**src/shared/dfm_pkg.sv**
```systemverilog
// Constants and carrier types for the contact input / relay output mapper.
// Assumes one 25 MHz clock and an AXI4-Lite register bus with 32-bit data.
package dfm_pkg;

  // ==========================================================
  // Bus and register map
  localparam int unsigned ADDR_W = 8;
  localparam logic [7:0] OFF_IN5_SEL = 8'h00;
  localparam logic [7:0] OFF_IN6_SEL = 8'h04;
  localparam logic [7:0] OFF_OUT1_SEL = 8'h08;
  localparam logic [7:0] OFF_THRESHOLD = 8'h0C;
  localparam logic [7:0] OFF_NET_CTRL = 8'h10;
  localparam logic [7:0] OFF_STATUS = 8'h14;
  localparam logic [1:0] RESP_OKAY = 2'h0;
  localparam logic [1:0] RESP_SLVERR = 2'h2;

  // ==========================================================
  // Reset values and ranges
  localparam logic [4:0] IN5_SEL_RESET = 5'h00;
  localparam logic [4:0] IN6_SEL_RESET = 5'h00;
  localparam logic [3:0] OUT1_SEL_RESET = 4'h1;
  localparam logic [4:0] IN_SEL_MAX = 5'h10;
  localparam logic [3:0] OUT_SEL_MAX = 4'hE;
  // Threshold in tenths of a percent: 10.0 % to 500.0 %
  localparam logic [12:0] THR_RESET = 13'h03E8;
  localparam logic [12:0] THR_MIN = 13'h0064;
  localparam logic [12:0] THR_MAX = 13'h1388;
  localparam logic [12:0] HYST_DIV = 13'h000A;

  // ==========================================================
  // Input function codes
  localparam logic [4:0] IN_NOT_USED = 5'h00;
  localparam logic [4:0] IN_RUN_STOP = 5'h01;
  localparam logic [4:0] IN_START_3W = 5'h02;
  localparam logic [4:0] IN_STOP_3W = 5'h03;
  localparam logic [4:0] IN_ENABLE = 5'h04;
  localparam logic [4:0] IN_LOCAL_REMOTE_SELECT = 5'h05;
  localparam logic [4:0] IN_JOG = 5'h06;
  localparam logic [4:0] IN_DIRECTION = 5'h07;
  localparam logic [4:0] IN_EXT_FAULT = 5'h08;
  localparam logic [4:0] IN_EXT_ALARM = 5'h09;
  localparam logic [4:0] IN_BRAKE = 5'h0A;
  localparam logic [4:0] IN_RESET = 5'h0B;
  localparam logic [4:0] IN_LOAD_USER = 5'h0C;
  localparam logic [4:0] IN_THERM_ALARM = 5'h0F;
  localparam logic [4:0] IN_THERM_FAULT = 5'h10;

  // ==========================================================
  // Output function codes
  localparam logic [3:0] OUT_NOT_USED = 4'h0;
  localparam logic [3:0] OUT_RUNNING = 4'h1;
  localparam logic [3:0] OUT_FULL_VOLT = 4'h2;
  localparam logic [3:0] OUT_BYPASS = 4'h3;
  localparam logic [3:0] OUT_FORWARD = 4'h4;
  localparam logic [3:0] OUT_DC_BRAKE = 4'h5;
  localparam logic [3:0] OUT_NO_FAULT = 4'h6;
  localparam logic [3:0] OUT_FAULT = 4'h7;
  localparam logic [3:0] OUT_NO_ALARM = 4'h8;
  localparam logic [3:0] OUT_ALARM = 4'h9;
  localparam logic [3:0] OUT_HEALTHY = 4'hA;
  localparam logic [3:0] OUT_PROGRAM = 4'hB;
  localparam logic [3:0] OUT_NETWORK = 4'hC;
  localparam logic [3:0] OUT_CURRENT = 4'hD;
  localparam logic [3:0] OUT_BREAKER = 4'hE;

  // ==========================================================
  // Carrier types
  typedef struct packed {
    logic running;
    logic full_voltage;
    logic bypass_on;
    logic reverse_dir;
    logic dc_braking;
    logic fault_active;
    logic alarm_active;
    logic program_bit;
    logic decel_active;
    logic motor_started;
    logic [6:0] short_circuit;
    logic [15:0] current_pct;
  } dfm_starter_t;

  typedef struct packed {
    logic run_level;
    logic start_pulse;
    logic stop_pulse;
    logic general_enable;
    logic remote_select;
    logic jog_request;
    logic forward_contactor;
    logic reverse_contactor;
    logic external_fault;
    logic external_alarm;
    logic brake_request;
    logic fault_reset;
    logic load_user_one;
    logic load_user_two;
    logic thermistor_alarm;
    logic thermistor_fault;
  } dfm_cmd_t;

endpackage

```
**src/logic/dfm_mapper.sv**
```systemverilog
// Contact input function mapper and relay output selector with an
// AXI4-Lite register slave. Assumes contacts and starter state are
// synchronous to aclk; a contact reads 1 when closed.
//
// Overview of operation
// - Input five selector 0..16, default 0, stopped only
// - Code 1: closed runs, open stops
// - Code 4: global enable asserted only while every code 4 contact is closed
// - Code 5: open local, closed remote
// - Code 7: open forward, closed reverse contactor
// - Codes 8/9: open raises external fault/alarm
// - Code 10: closed requests braking
// - Code 11: closing edge clears active fault
// - Code 12: close loads set one, open two
// - Input six only: 15 alarm, 16 fault
// - Relay follows selected condition; selector 0..14, default 1
// - Code 0 keeps relay de-energized
// - Code 1 relay follows running incl. deceleration
// - Code 2 relay on at full voltage
// - Code 3 relay on with bypass engaged
// - Code 4 relay on running forward only
// - Code 5 relay on during DC braking
// - Codes 6..10 follow fault and alarm
// - Codes 11/12 follow program or network bit
// - Code 13 current compare with ten percent hysteresis
// - Code 14 relay on any short-circuit fault
`timescale 1ns/10ps
`default_nettype none

module dfm_mapper (
  input wire logic aclk,
  input wire logic aresetn,
  input wire logic [dfm_pkg::ADDR_W-1:0] s_axi_awaddr,
  input wire logic s_axi_awvalid,
  output logic s_axi_awready,
  input wire logic [31:0] s_axi_wdata,
  input wire logic [3:0] s_axi_wstrb,
  input wire logic s_axi_wvalid,
  output logic s_axi_wready,
  output logic [1:0] s_axi_bresp,
  output logic s_axi_bvalid,
  input wire logic s_axi_bready,
  input wire logic [dfm_pkg::ADDR_W-1:0] s_axi_araddr,
  input wire logic s_axi_arvalid,
  output logic s_axi_arready,
  output logic [31:0] s_axi_rdata,
  output logic [1:0] s_axi_rresp,
  output logic s_axi_rvalid,
  input wire logic s_axi_rready,
  input wire logic contact_input_five,
  input wire logic contact_input_six,
  input wire dfm_pkg::dfm_starter_t starter,
  output dfm_pkg::dfm_cmd_t cmd,
  output logic relay_output_one
);
  import dfm_pkg::*;

  // ==========================================================
  // State
  typedef struct packed {
    logic [4:0] input5_function_select;
    logic [4:0] input6_function_select;
    logic [3:0] output1_function_select;
    logic [12:0] current_compare_threshold;
    logic network_output_control_word;
    logic [1:0] prev_contact;
    logic prev_valid;
    logic cmp_on;
    logic relay;
    dfm_cmd_t cmd;
    logic aw_held;
    logic [ADDR_W-1:0] aw_addr;
    logic w_held;
    logic [31:0] w_data;
    logic [3:0] w_strb;
    logic bvalid;
    logic [1:0] bresp;
    logic rvalid;
    logic [31:0] rdata;
    logic [1:0] rresp;
  } dfm_state_t;

  dfm_state_t st;
  dfm_state_t next_st;

  logic [1:0] contact;
  logic [4:0] sel [2];
  logic [12:0] hyst_low;
  logic [15:0] cur_tenths;
  logic cmp_window;
  logic relay_cond;

  assign contact = {contact_input_six, contact_input_five};
  assign sel[0] = st.input5_function_select;
  assign sel[1] = st.input6_function_select;
  assign hyst_low = st.current_compare_threshold
                    - (st.current_compare_threshold / HYST_DIV);
  assign cur_tenths = starter.current_pct;
  assign cmp_window = starter.full_voltage && starter.motor_started
                      && !starter.decel_active;

  // ==========================================================
  // Relay condition for the selected output function
  always_comb begin
    case (st.output1_function_select)
      OUT_NOT_USED: relay_cond = 1'b0;
      OUT_RUNNING: relay_cond = starter.running;
      OUT_FULL_VOLT: relay_cond = starter.full_voltage;
      OUT_BYPASS: relay_cond = starter.bypass_on;
      OUT_FORWARD: begin
        relay_cond = starter.running && !starter.reverse_dir;
      end
      OUT_DC_BRAKE: relay_cond = starter.dc_braking;
      OUT_NO_FAULT: relay_cond = !starter.fault_active;
      OUT_FAULT: relay_cond = starter.fault_active;
      OUT_NO_ALARM: relay_cond = !starter.alarm_active;
      OUT_ALARM: relay_cond = starter.alarm_active;
      OUT_HEALTHY: begin
        relay_cond = !starter.fault_active
                     && !starter.alarm_active;
      end
      OUT_PROGRAM: relay_cond = starter.program_bit;
      OUT_NETWORK: relay_cond = st.network_output_control_word;
      OUT_CURRENT: relay_cond = st.cmp_on;
      OUT_BREAKER: relay_cond = |starter.short_circuit;
      default: relay_cond = 1'b0;
    endcase
  end

  // ==========================================================
  // Next state
  always_comb begin
    logic [ADDR_W-1:0] wa;
    logic [31:0] wd;
    logic wr_go;
    logic stopped;
    logic closing;
    logic opening;
    logic any_enable_sel;
    logic all_enable_closed;
    wa = '0;
    wd = '0;
    wr_go = 1'b0;
    stopped = !starter.running;
    closing = 1'b0;
    opening = 1'b0;
    any_enable_sel = 1'b0;
    all_enable_closed = 1'b1;
    next_st = st;

    // Contact decode, two inputs combined
    next_st.cmd = '0;
    for (int i = 0; i < 2; i++) begin
      closing = st.prev_valid && contact[i] && !st.prev_contact[i];
      opening = st.prev_valid && !contact[i] && st.prev_contact[i];
      case (sel[i])
        IN_RUN_STOP: begin
          next_st.cmd.run_level = next_st.cmd.run_level
                                  | contact[i];
        end
        IN_START_3W: begin
          next_st.cmd.start_pulse = next_st.cmd.start_pulse
                                    | closing;
        end
        IN_STOP_3W: begin
          next_st.cmd.stop_pulse = next_st.cmd.stop_pulse
                                   | opening;
        end
        IN_ENABLE: begin
          any_enable_sel = 1'b1;
          all_enable_closed = all_enable_closed & contact[i];
        end
        IN_LOCAL_REMOTE_SELECT: begin
          next_st.cmd.remote_select = next_st.cmd.remote_select
                                      | contact[i];
        end
        IN_JOG: begin
          next_st.cmd.jog_request = next_st.cmd.jog_request
                                    | contact[i];
        end
        IN_DIRECTION: begin
          next_st.cmd.reverse_contactor = next_st.cmd.reverse_contactor
                                          | contact[i];
        end
        IN_EXT_FAULT: begin
          next_st.cmd.external_fault = next_st.cmd.external_fault
                                       | !contact[i];
        end
        IN_EXT_ALARM: begin
          next_st.cmd.external_alarm = next_st.cmd.external_alarm
                                       | !contact[i];
        end
        IN_BRAKE: begin
          next_st.cmd.brake_request = next_st.cmd.brake_request
                                      | contact[i];
        end
        IN_RESET: begin
          next_st.cmd.fault_reset = next_st.cmd.fault_reset
                                    | (closing
                                       && starter.fault_active);
        end
        IN_LOAD_USER: begin
          next_st.cmd.load_user_one = next_st.cmd.load_user_one
                                      | closing;
          next_st.cmd.load_user_two = next_st.cmd.load_user_two
                                      | opening;
        end
        IN_THERM_ALARM: begin
          if (i == 1) begin
            next_st.cmd.thermistor_alarm = !contact[i];
          end
        end
        IN_THERM_FAULT: begin
          if (i == 1) begin
            next_st.cmd.thermistor_fault = !contact[i];
          end
        end
        // Code 0 and reserved codes only show in the status register
        default: begin
        end
      endcase
    end
    next_st.cmd.general_enable = !any_enable_sel
                                 || all_enable_closed;
    next_st.cmd.forward_contactor = !next_st.cmd.reverse_contactor;
    next_st.prev_contact = contact;
    next_st.prev_valid = 1'b1;

    // Current compare with hysteresis on release
    if (!cmp_window) begin
      next_st.cmp_on = 1'b0;
    end else if (cur_tenths > {3'h0, st.current_compare_threshold}) begin
      next_st.cmp_on = 1'b1;
    end else if (cur_tenths <= {3'h0, hyst_low}) begin
      next_st.cmp_on = 1'b0;
    end
    next_st.relay = relay_cond;

    // AXI4-Lite write: address and data taken in either order
    if (s_axi_awvalid && !st.aw_held && !st.bvalid) begin
      next_st.aw_held = 1'b1;
      next_st.aw_addr = s_axi_awaddr;
    end
    if (s_axi_wvalid && !st.w_held && !st.bvalid) begin
      next_st.w_held = 1'b1;
      next_st.w_data = s_axi_wdata;
      next_st.w_strb = s_axi_wstrb;
    end
    if (st.aw_held && st.w_held && !st.bvalid) begin
      wr_go = 1'b1;
      wa = {st.aw_addr[ADDR_W-1:2], 2'h0};
      wd = st.w_data;
      next_st.aw_held = 1'b0;
      next_st.w_held = 1'b0;
      next_st.bvalid = 1'b1;
      next_st.bresp = RESP_OKAY;
    end
    if (st.bvalid && s_axi_bready) begin
      next_st.bvalid = 1'b0;
    end
    if (wr_go) begin
      case (wa)
        OFF_IN5_SEL: begin
          if (stopped && st.w_strb[0] && wd[4:0] <= IN_SEL_MAX) begin
            next_st.input5_function_select = wd[4:0];
          end else begin
            next_st.bresp = RESP_SLVERR;
          end
        end
        OFF_IN6_SEL: begin
          if (stopped && st.w_strb[0] && wd[4:0] <= IN_SEL_MAX) begin
            next_st.input6_function_select = wd[4:0];
          end else begin
            next_st.bresp = RESP_SLVERR;
          end
        end
        OFF_OUT1_SEL: begin
          if (stopped && st.w_strb[0] && wd[3:0] <= OUT_SEL_MAX
              && wd[4] == 1'b0) begin
            next_st.output1_function_select = wd[3:0];
          end else begin
            next_st.bresp = RESP_SLVERR;
          end
        end
        OFF_THRESHOLD: begin
          if (stopped && &st.w_strb[1:0] && wd[15:13] == 3'h0
              && wd[12:0] >= THR_MIN && wd[12:0] <= THR_MAX) begin
            next_st.current_compare_threshold = wd[12:0];
          end else begin
            next_st.bresp = RESP_SLVERR;
          end
        end
        OFF_NET_CTRL: begin
          if (st.w_strb[0]) begin
            next_st.network_output_control_word = wd[0];
          end
        end
        OFF_STATUS: begin
        end
        default: next_st.bresp = RESP_SLVERR;
      endcase
    end

    // AXI4-Lite read
    if (s_axi_arvalid && !st.rvalid) begin
      next_st.rvalid = 1'b1;
      next_st.rresp = RESP_OKAY;
      next_st.rdata = '0;
      case ({s_axi_araddr[ADDR_W-1:2], 2'h0})
        OFF_IN5_SEL: next_st.rdata[4:0] = st.input5_function_select;
        OFF_IN6_SEL: next_st.rdata[4:0] = st.input6_function_select;
        OFF_OUT1_SEL: next_st.rdata[3:0] = st.output1_function_select;
        OFF_THRESHOLD: next_st.rdata[12:0] = st.current_compare_threshold;
        OFF_NET_CTRL: next_st.rdata[0] = st.network_output_control_word;
        OFF_STATUS: begin
          next_st.rdata[1:0] = st.prev_contact;
          next_st.rdata[2] = st.relay;
          next_st.rdata[3] = st.cmp_on;
          next_st.rdata[31:16] = st.cmd;
        end
        default: next_st.rresp = RESP_SLVERR;
      endcase
    end else if (st.rvalid && s_axi_rready) begin
      next_st.rvalid = 1'b0;
    end
  end

  // ==========================================================
  // Registers
  always_ff @(posedge aclk) begin
    if (!aresetn) begin
      st <= '0;
      st.input5_function_select <= IN5_SEL_RESET;
      st.input6_function_select <= IN6_SEL_RESET;
      st.output1_function_select <= OUT1_SEL_RESET;
      st.current_compare_threshold <= THR_RESET;
      st.cmd.general_enable <= 1'b1;
      st.cmd.forward_contactor <= 1'b1;
    end else begin
      st <= next_st;
    end
  end

  // ==========================================================
  // Outputs
  assign s_axi_awready = !st.aw_held && !st.bvalid;
  assign s_axi_wready = !st.w_held && !st.bvalid;
  assign s_axi_bvalid = st.bvalid;
  assign s_axi_bresp = st.bresp;
  assign s_axi_arready = !st.rvalid;
  assign s_axi_rvalid = st.rvalid;
  assign s_axi_rdata = st.rdata;
  assign s_axi_rresp = st.rresp;
  assign cmd = st.cmd;
  assign relay_output_one = st.relay;

endmodule

`default_nettype wire

```
**config.mk**
```make
export PLATFORM = sky130hd
export DESIGN_NAME = dfm_mapper
export DESIGN_NICKNAME = d
export VERILOG_FILES = /design/src/shared/dfm_pkg.sv /design/src/logic/dfm_mapper.sv
export SDC_FILE = /design/constraint.sdc
export NUM_CORES = 1
export LEC_CHECK = 0
export BUFFER_PORTS_ARGS = -buffer_cell sky130_fd_sc_hd__buf_2
export CAP_MARGIN = 30
export CORE_MARGIN = 2
export CORE_UTILIZATION = 30
export DETAILED_ROUTE_END_ITERATION = 8
export SLEW_MARGIN = 20
export SYNTH_ARGS = -nofsm -noshare
export SYNTH_HDL_FRONTEND = slang
export SYNTH_SLANG_ARGS = --single-unit
```
**constraint.sdc**
```tcl
create_clock -name aclk -period 17.4 [get_ports aclk]
set_input_delay 1.74 -clock aclk [delete_from_list [all_inputs] [get_ports aclk]]
set_output_delay 1.74 -clock aclk [all_outputs]
set_load 0.005 [all_outputs]
```
==> out/results.ini, run 1 <==
[power_and_ir_drop]
internal_power_w=0.0003892
switching_share=0.2507
pwr-share-clk=0.401
total_power_w=0.0005194
share_comb_of_total_power=0.093
cellPowerDensity_nw_per_um2=67.44
seqPwrFrac=0.506
leakage_nw=3.234
switchingPower_w=0.0001302
ir_drop_mv=0.04345

[hold_path]
hold_start=s_axi_rdata[31]
hold_class=register to register
hold_end=s_axi_rdata[31]
whs_path_depth=2

[clock_network]
ctsHoldBuffers=0
postCtsSetupBuffers=0
cts_tree=yes
cts_sinks=109
clkLatencyLatePin_ps=350
clk_pin_slew_worst_paths_ps=70
numCtsBuffers=9
cts-root-buf=clkbuf_16
htree_levels=3
cts_resized=0
cts_buffer_depth=2

[place]
numPortBuffers=125
hpwl_um=13620
gp_congestion=0.8417

[setup_path]
worstPathArrival_ps=7420
cp_max_fo=24
cp-end-kind=register
critPathBufInv=2
reg2reg_to=st[101]
start_kind=register
reg2reg_from=st[117]
crit_path_max_incr_delay_ps=880
cp_top_family=compound AO/OA/AOI/OAI gates
reg2reg_slack_ps=10200
cp_common_cell=a21oi_1
required_ps=17620
critPathKind=register to register
startpoint=st[117]
r2r_cells=31
cp_slowest_cell=dfxtp_1

[synthesis]
yosysTopAreaCellShare=0.3131
synth.avg_cell_area_um2=7.983
netlist_instances=873
syn-cell-area_um2=6969
yosysUniqueCellTypes=81
synth-edff-count=0
synth.largest_area_cell=dfxtp_1
ys.warnings.count=0
ys_top_cells_by_area=dfxtp_1 31%, ha_1 6.5%, buf_4 6.2%
ys.flop_type=dfxtp_1
synthArstFlopShare=0
ys_ff_latch=109
seq_area_frac_synth=0.3131

[detailed_routing]
vias=6088
ant_nets=0
via_per_inst=5.065
routed_wl_um=18170
drt_iter0_drc=499
dr.pass1.iters=9
drc_errors=0
wl_per_cell_um=15.11

[floorplanning]
initial_core_util=0.3069
dieArea_um2=24470
ios=152
num_rows=55
coreArea_um2=22710
die_h_um=156.4
die_w_um=156.4

[final_layout]
multiInputGateArea_um2=4046
fill_cells=2426
register_area_um2=2182
area_growth_pct=10.52
nets=1043
drive_gt1_frac=0.1876
antennaDiodeCount=0

[timing]
clock_skew_ps=10.56
worstMarginPinSlew_ps=891.4
fin_tns_setup_ps=0
fin_crit_ps=7199
fin_crit_sh=0.4138
rsz0062_at_grt=no
slew_viol_final=0
setup_viol=0
relSlewSlack=0.4049
hold-worst-slack_ps=447.3
hold_viol=0
fmax_ghz=0.1389

[grt]
overflow=0
grt_pass1_wl_um=28970
grt_max_degree=83
antenna_found_initial=0
grt_pass1_vias=5521
grt_usage=0.1462

[status]
status=complete, no violations

[flow_run]
drv_cap=0

-- per-stage QoR --
stage                     cell area (um^2)  setup WS, ps    util  instances
after detailed placement              7398         10240  0.3258       1185
final                                 7702         10200  0.3392       1202
after global placement                7372         10280  0.3246       1183
after floorplan                       6980         11640       -        876
after global routing                  7702          9482  0.3392       1202
after CTS                             7697         10200  0.3390       1201
-- power by group through the flow --
stage | Clock, W | Combinational, W | Sequential [W]
after floorplan | 0 | 0.0000324 | 0.000265
after global placement | 0 | 0.0000479 | 0.000268
after detailed placement | 0 | 0.0000487 | 0.000269
after CTS | 0.000216 | 0.0000489 | 0.000263
after global routing | 0.000224 | 0.0000547 | 0.000264
final | 0.000208 | 0.0000481 | 0.000263
-- worst reg2reg max path, delay by kind of cell (launching register included) --
| kind | cells | cell delay [ps] |
|---|---|---|
| xor+xnor | 2 | 310 |
| simple gates | 6 | 890 |
| buf+inv | 2 | 320 |
| compound gates | 17 | 3500 |
| flops | 1 | 880 |
| fa+ha+maj | 3 | 830 |
| mux | 1 | 360 |
-- layout make-up --
cell class	instances	share of cell area
tap	285	0.04630
clock buffer	10	0.02973
inverter	31	0.01511
sequential	109	0.2833
clock inverter	6	0.009097
multi-input combinational	627	0.5253
timing repair buffer	134	0.09113
-- cell usage in the layout, fill, tap and decap left out, drive strengths merged, types with 6 or more instances in the layout --
master,n
buf,133
dfxtp,109
nand2,102
nor2,87
a21oi,61
mux2i,39
ha,36
nand3,35
o21ai,35
inv,32
nand2b,18
nor3,16
nor4,13
a22oi,11
xnor2,11
nand4,10
nand3b,10
nor2b,10
clkbuf,10
o21a,9
o22a,7
and3,6
-- routing by layer --
metal / track usage / vias up / part of all wire
li1: - / 3118 / -
met1: 0.2110 / 2794 / 0.50
met2: 0.2308 / 171 / 0.45
met3: 0.02769 / 5 / 0.050
met4: 0.02141 / 0 / 0.0051
met5: 0 / - / 0
-- worst max-delay path by stage --
stage	to	slack (ps)	depth (start not counted)
5_1_grt	st[101]	9480	31
4_1_cts	st[101]	10200	31
3_3_place_gp	st[101]	10280	30
2_1_floorplan	st[101]	11640	32
6_report	st[101]	10200	31
3_5_place_dp	st[101]	10240	31
-- registers in the layout, indices dropped and copies added, names as in the netlist, named ones only --
register and cells:
sel 10, s_axi_rdata 29, s_axi_rvalid 1, s_axi_rresp 1, cmd 16, relay_output_one 1
st 48, s_axi_bvalid 1
-- synth_stat cells, types with 3 or more instances --
cell type,count
a221oi_1,3
o21ai_0,32
nand3_1,35
o31ai_1,3
and2_1,5
inv_2,3
buf_4,58
nor3b_1,4
clkbuf_1,39
a21oi_1,60
and4bb_1,3
nor2b_1,9
a211oi_1,3
o22ai_1,5
o211ai_1,5
or2_2,3
mux4_2,5
a22oi_1,11
nand4_1,10
xnor2_1,10
nor4_1,13
o22a_1,7
o21a_1,9
o21ai_1,3
nand2b_1,18
ha_1,36
nand3b_1,10
nand2_1,102
buf_1,5
nor2_1,87
a41oi_1,5
and3_1,6
buf_2,7
dfxtp_1,109
a21o_1,4
or3_1,5
and4_1,3
mux2i_1,39
nor3_1,16
inv_1,27
-- logic make-up after synthesis --
group / after synthesis / synth area share
xor gates and xnor gates: 13 / 0.01742
DFF: 109 / 0.3131
muxes: 46 / 0.07540
buffers and inverters: 140 / 0.1079
AOI/OAI and AO/OA: 179 / 0.1691
other: 1 / 0.0005381
adders and majority gates: 39 / 0.07038
and+or+nand+nor: 346 / 0.2461
Power figures use the tool's default switching activity.
==> run 2: changes to the inputs <==
==> constraint.sdc (replaced) <==
create_clock -name aclk -period 7.3 [get_ports aclk]
set_input_delay 0.73 -clock aclk [delete_from_list [all_inputs] [get_ports aclk]]
set_output_delay 0.73 -clock aclk [all_outputs]
set_load 0.005 [all_outputs]
==> out/results.ini, run 2 (synthesis results as in run 1) <==
[status]
status=complete, no violations

[final_layout]
multiInputGateArea_um2=4046
drive_gt1_frac=0.1965
antennaDiodeCount=0
largest_register_ffs=48
nets=1052
final_cell_mix=126 x buf_2, 109 x dfxtp_1, 102 x nand2_1
final_common_cell=buf_2
top_register=st
fill_cells=2427
area_growth_pct=11.62
register_area_um2=2182

[timing]
fin_crit_sh=0.9068
hold-worst-slack_ps=448.4
fin_crit_ps=6620
relSlewSlack=0.3687
fmax_ghz=0.1511
clock_skew_ps=11.00
slew_viol_final=0
setup_viol=0
worstMarginPinSlew_ps=947.0
rsz0062_at_grt=no
fin_tns_setup_ps=0
hold_viol=0

[setup_path]
cp_top_family=compound AO/OA/AOI/OAI gates
critPathKind=register to register
required_ps=7530
cp_common_cell=a21oi_1
cp_num_cells=30
cp-end-kind=register
critPathBufInv=1
cp_slowest_cell=dfxtp_1
r2r_cells=30
crit_path_max_incr_delay_ps=720
start_kind=register
cp_max_fo=16
worstPathArrival_ps=6850

[detailed_routing]
routed_wl_um=18360
drc_errors=0
via_per_inst=5.026
vias=6087
ant_nets=0
drt_iter0_drc=548
wl_per_cell_um=15.16
dr.pass1.iters=5

[power_and_ir_drop]
total_power_w=0.001247
ir_drop_mv=0.1070
cellPowerDensity_nw_per_um2=160.3
leakage_nw=3.279

[grt]
overflow=0
grt_pass1_wl_um=29590
grt_pass1_vias=5562
grt_usage=0.1482
antenna_found_initial=0
grt_max_degree=90

[clock_network]
ctsHoldBuffers=0
clkLatencyLatePin_ps=350
cts-root-buf=clkbuf_16
clk_pin_slew_worst_paths_ps=80
cts_buffer_depth=2
cts_tree=yes
cts_resized=0
postCtsSetupBuffers=0
numCtsBuffers=9
cts_sinks=109
htree_levels=3

[hold_path]
hold_class=register to register
whs_path_depth=2

[place]
gp_congestion=0.8652
hpwl_um=13810
numPortBuffers=125

[floorplanning]
die_h_um=156.4
die_w_um=156.4
num_rows=55
dieArea_um2=24470
ios=152
initial_core_util=0.3069
coreArea_um2=22710

[flow_run]
drv_cap=0

==> run 2: final cells by class <==
cell class	instances	area share
clock inverters	6	0.008847
inverters	31	0.01496
well taps	285	0.04584
multi-input cells	627	0.5202
clock buffers	10	0.03072
flip-flops and latches	109	0.2805
repair buffers	143	0.09892
==> run 2: final timing paths <==
check,startpoint,endpoint,slack (ps)
worst max-delay path,st[115],st[101],680
worst min-delay path,s_axi_rdata[26],s_axi_rdata[26],450
worst max register to register,st[115],st[101],680
worst min register to register,s_axi_rdata[26],s_axi_rdata[26],450
==> run 2: metal layers <==
metal | up-vias | track usage | wire (um)
li1 | 3127 | - | -
met1 | 2809 | 0.2188 | 9199
met2 | 141 | 0.2282 | 8051
met3 | 10 | 0.02243 | 960
met4 | 0 | 0.02927 | 142
met5 | - | 0 | 0
==> run 2: through the flow <==
step	util	instance area, um^2	instances	worst slack (ps)
2_1_floorplan	-	6980	876	1539
3_3_place_gp	0.3276	7440	1192	792.8
3_5_place_dp	0.3290	7471	1195	789.8
4_1_cts	0.3425	7779	1211	731.5
5_1_grt	0.3425	7779	1211	52.74
6_report	0.3425	7779	1211	680.3
==> run 2: worst min-delay path, stage by stage (launching register included) <==
cell,delay [ps]
dfxtp_1,310
nand2_1,50
a21oi_1,50
==> run 2: report_power, final <==
group          internal [W]  switching (W)  total (W)  leakage, nW
Sequential         0.000609      0.0000171   0.000626        0.885
Clock              0.000278       0.000227   0.000505        0.149
Combinational     0.0000488      0.0000667   0.000116         2.24
Total              0.000936       0.000311    0.00125         3.28
==> run 3: changes to the inputs <==
--- a/config.mk
+++ b/config.mk
@@ -7,6 +7,7 @@
 export LEC_CHECK = 0
 export BUFFER_PORTS_ARGS = -buffer_cell sky130_fd_sc_hd__buf_2
 export CAP_MARGIN = 30
+export CORE_ASPECT_RATIO = 1.1
 export CORE_MARGIN = 2
 export CORE_UTILIZATION = 30
 export DETAILED_ROUTE_END_ITERATION = 8
==> constraint.sdc (replaced) <==
create_clock -name aclk -period 7.4 [get_ports aclk]
set_input_delay 0.74 -clock aclk [delete_from_list [all_inputs] [get_ports aclk]]
set_output_delay 0.74 -clock aclk [all_outputs]
set_load 0.005 [all_outputs]
==> out/results.ini, run 3 (synthesis results as in run 1) <==
[timing]
fin_crit_ps=6713
rsz0062_at_grt=no
clock_skew_ps=10.62
slew_viol_final=0
relSlewSlack=0.3222
hold_viol=0
setup_viol=0
worstMarginPinSlew_ps=1015
hold-worst-slack_ps=448.9
fmax_ghz=0.1490
fin_tns_setup_ps=0
fin_crit_sh=0.9072

[final_layout]
antennaDiodeCount=0
largest_register_ffs=48
area_growth_pct=11.60
final_common_cell=buf_2
drive_gt1_frac=0.1972
nets=1049
utilization=0.3402
top_register=st
final_cell_mix=125 x buf_2, 106 x dfxtp_1, 102 x nand2_1

[detailed_routing]
routed_wl_um=18530
wl_per_cell_um=15.15
dr.pass1.iters=4
vias=6118
drc_errors=0
ant_nets=0
drt_iter0_drc=310
via_per_inst=5.002

[power_and_ir_drop]
switchingPower_w=0.0003296
seqPwrFrac=0.507
ir_drop_mv=0.09477
leakage_nw=3.262
switching_share=0.2708
share_comb_of_total_power=0.096
total_power_w=0.001217
cellPowerDensity_nw_per_um2=156.5
internal_power_w=0.0008876
pwr-share-clk=0.397

[clock_network]
cts_buffer_depth=2
clk_pin_slew_worst_paths_ps=80
cts_sinks=109
cts-root-buf=clkbuf_16
numCtsBuffers=9
clkLatencyLatePin_ps=360
htree_levels=3
cts_tree=yes
ctsHoldBuffers=0

[setup_path]
cp-end-kind=register
required_ps=7640
critPathKind=register to register
reg2reg_to=st[101]
reg2reg_slack_ps=690
start_kind=register
cp_slowest_cell=dfxtp_1
crit_path_max_incr_delay_ps=540
cp_common_cell=a21oi_1
r2r_cells=30
cp_max_fo=12
reg2reg_from=st[113]
worstPathArrival_ps=6950

[grt]
overflow=0
grt_usage=0.1507
antenna_found_initial=0
grt_pass1_vias=5661
grt_max_degree=86
grt_pass1_wl_um=29440

[flow_run]
drv_cap=0

[floorplanning]
ios=152
coreArea_um2=22860
dieArea_um2=24470
num_rows=58
die_w_um=149.3
initial_core_util=0.3049
die_h_um=163.9

[hold_path]
hold_class=register to register
hold_start=s_axi_rdata[29]
whs_path_depth=2
hold_end=s_axi_rdata[29]

[place]
gp_congestion=0.8933
hpwl_um=13820
numPortBuffers=125

[status]
status=complete, no violations

run 3: cell count changes in the layout (fill, tap and decap cells not counted), sizes merged:
| cell | previous run | this run |
|---|---|---|
| inv | 32 | 34 |
| buf | 142 | 139 |
| bufinv | 1 | 0 |
| clkbuf | 10 | 9 |
run 3: power by group through the flow:
| stage | clock network, W | logic [W] | registers [W] |
|---|---|---|---|
| after CTS | 0.000499 | 0.000118 | 0.000617 |
| final | 0.000483 | 0.000117 | 0.000617 |
| after floorplan | 0 | 0.0000762 | 0.000623 |
| after detailed placement | 0 | 0.000118 | 0.000631 |
| after global placement | 0 | 0.000113 | 0.000631 |
| after global routing | 0.000522 | 0.000132 | 0.000620 |
run 3: per-layer routing:
| layer | routed length (um) | GRT usage | vias to the layer above | share of wire |
|---|---|---|---|---|
| li1 | - | - | 3129 | - |
| met1 | 8846 | 0.2062 | 2821 | 0.48 |
| met2 | 8382 | 0.2375 | 143 | 0.45 |
| met3 | 812 | 0.03028 | 25 | 0.044 |
| met4 | 487 | 0.04935 | 0 | 0.026 |
| met5 | 0 | 0 | - | 0 |
run 3: through the flow:
step           cells  setup slack [ps]  instance area (um^2)
4_1_cts         1222             483.4                  7766
6_report        1223             687.0                  7777
3_3_place_gp    1204             609.4                  7436
3_5_place_dp    1206             555.5                  7475
5_1_grt         1223             82.81                  7777
2_1_floorplan    876              1639                  6980
run 3: final cells by class:
class	count	area [um^2]
clock buffers	9	225.2
flip-flops and latches	109	2186
inverters	31	116.4
well taps	300	375.4
multi-input cells	627	4046
clock inverters	7	66.31
repair buffers	140	762.0
fillers	2410	15080
run 3: critical path: cells and delay by family (launching register included):
kind                       cells  cell delay [ps]
AOI/OAI and AO/OA             17             3870
adders and majority gates      3              810
xor gates and xnor gates       2              290
DFF                            1              540
and+or+nand+nor                5              480
muxes                          1              360
buffers and inverters          2              230
run 3: worst max-delay path by stage:
| stage | startpoint | endpoint | slack [ps] | depth (start not counted) |
|---|---|---|---|---|
| floorplan | st[114] | st[101] | 1640 | 32 |
| global placement | st[117] | st[101] | 610 | 30 |
| detailed placement | st[117] | st[101] | 560 | 30 |
| CTS | st[117] | st[101] | 480 | 30 |
| global route | st[116] | st[101] | 80 | 32 |
| finish | st[113] | st[101] | 690 | 30 |
run 3: timing repair:
| item | 4_1_cts | 5_1_grt |
|---|---|---|
| setup buffers | 0 | 1 |
| setup endpoints to repair | 0 | 1 |
| gates resized for setup | 0 | 3 |
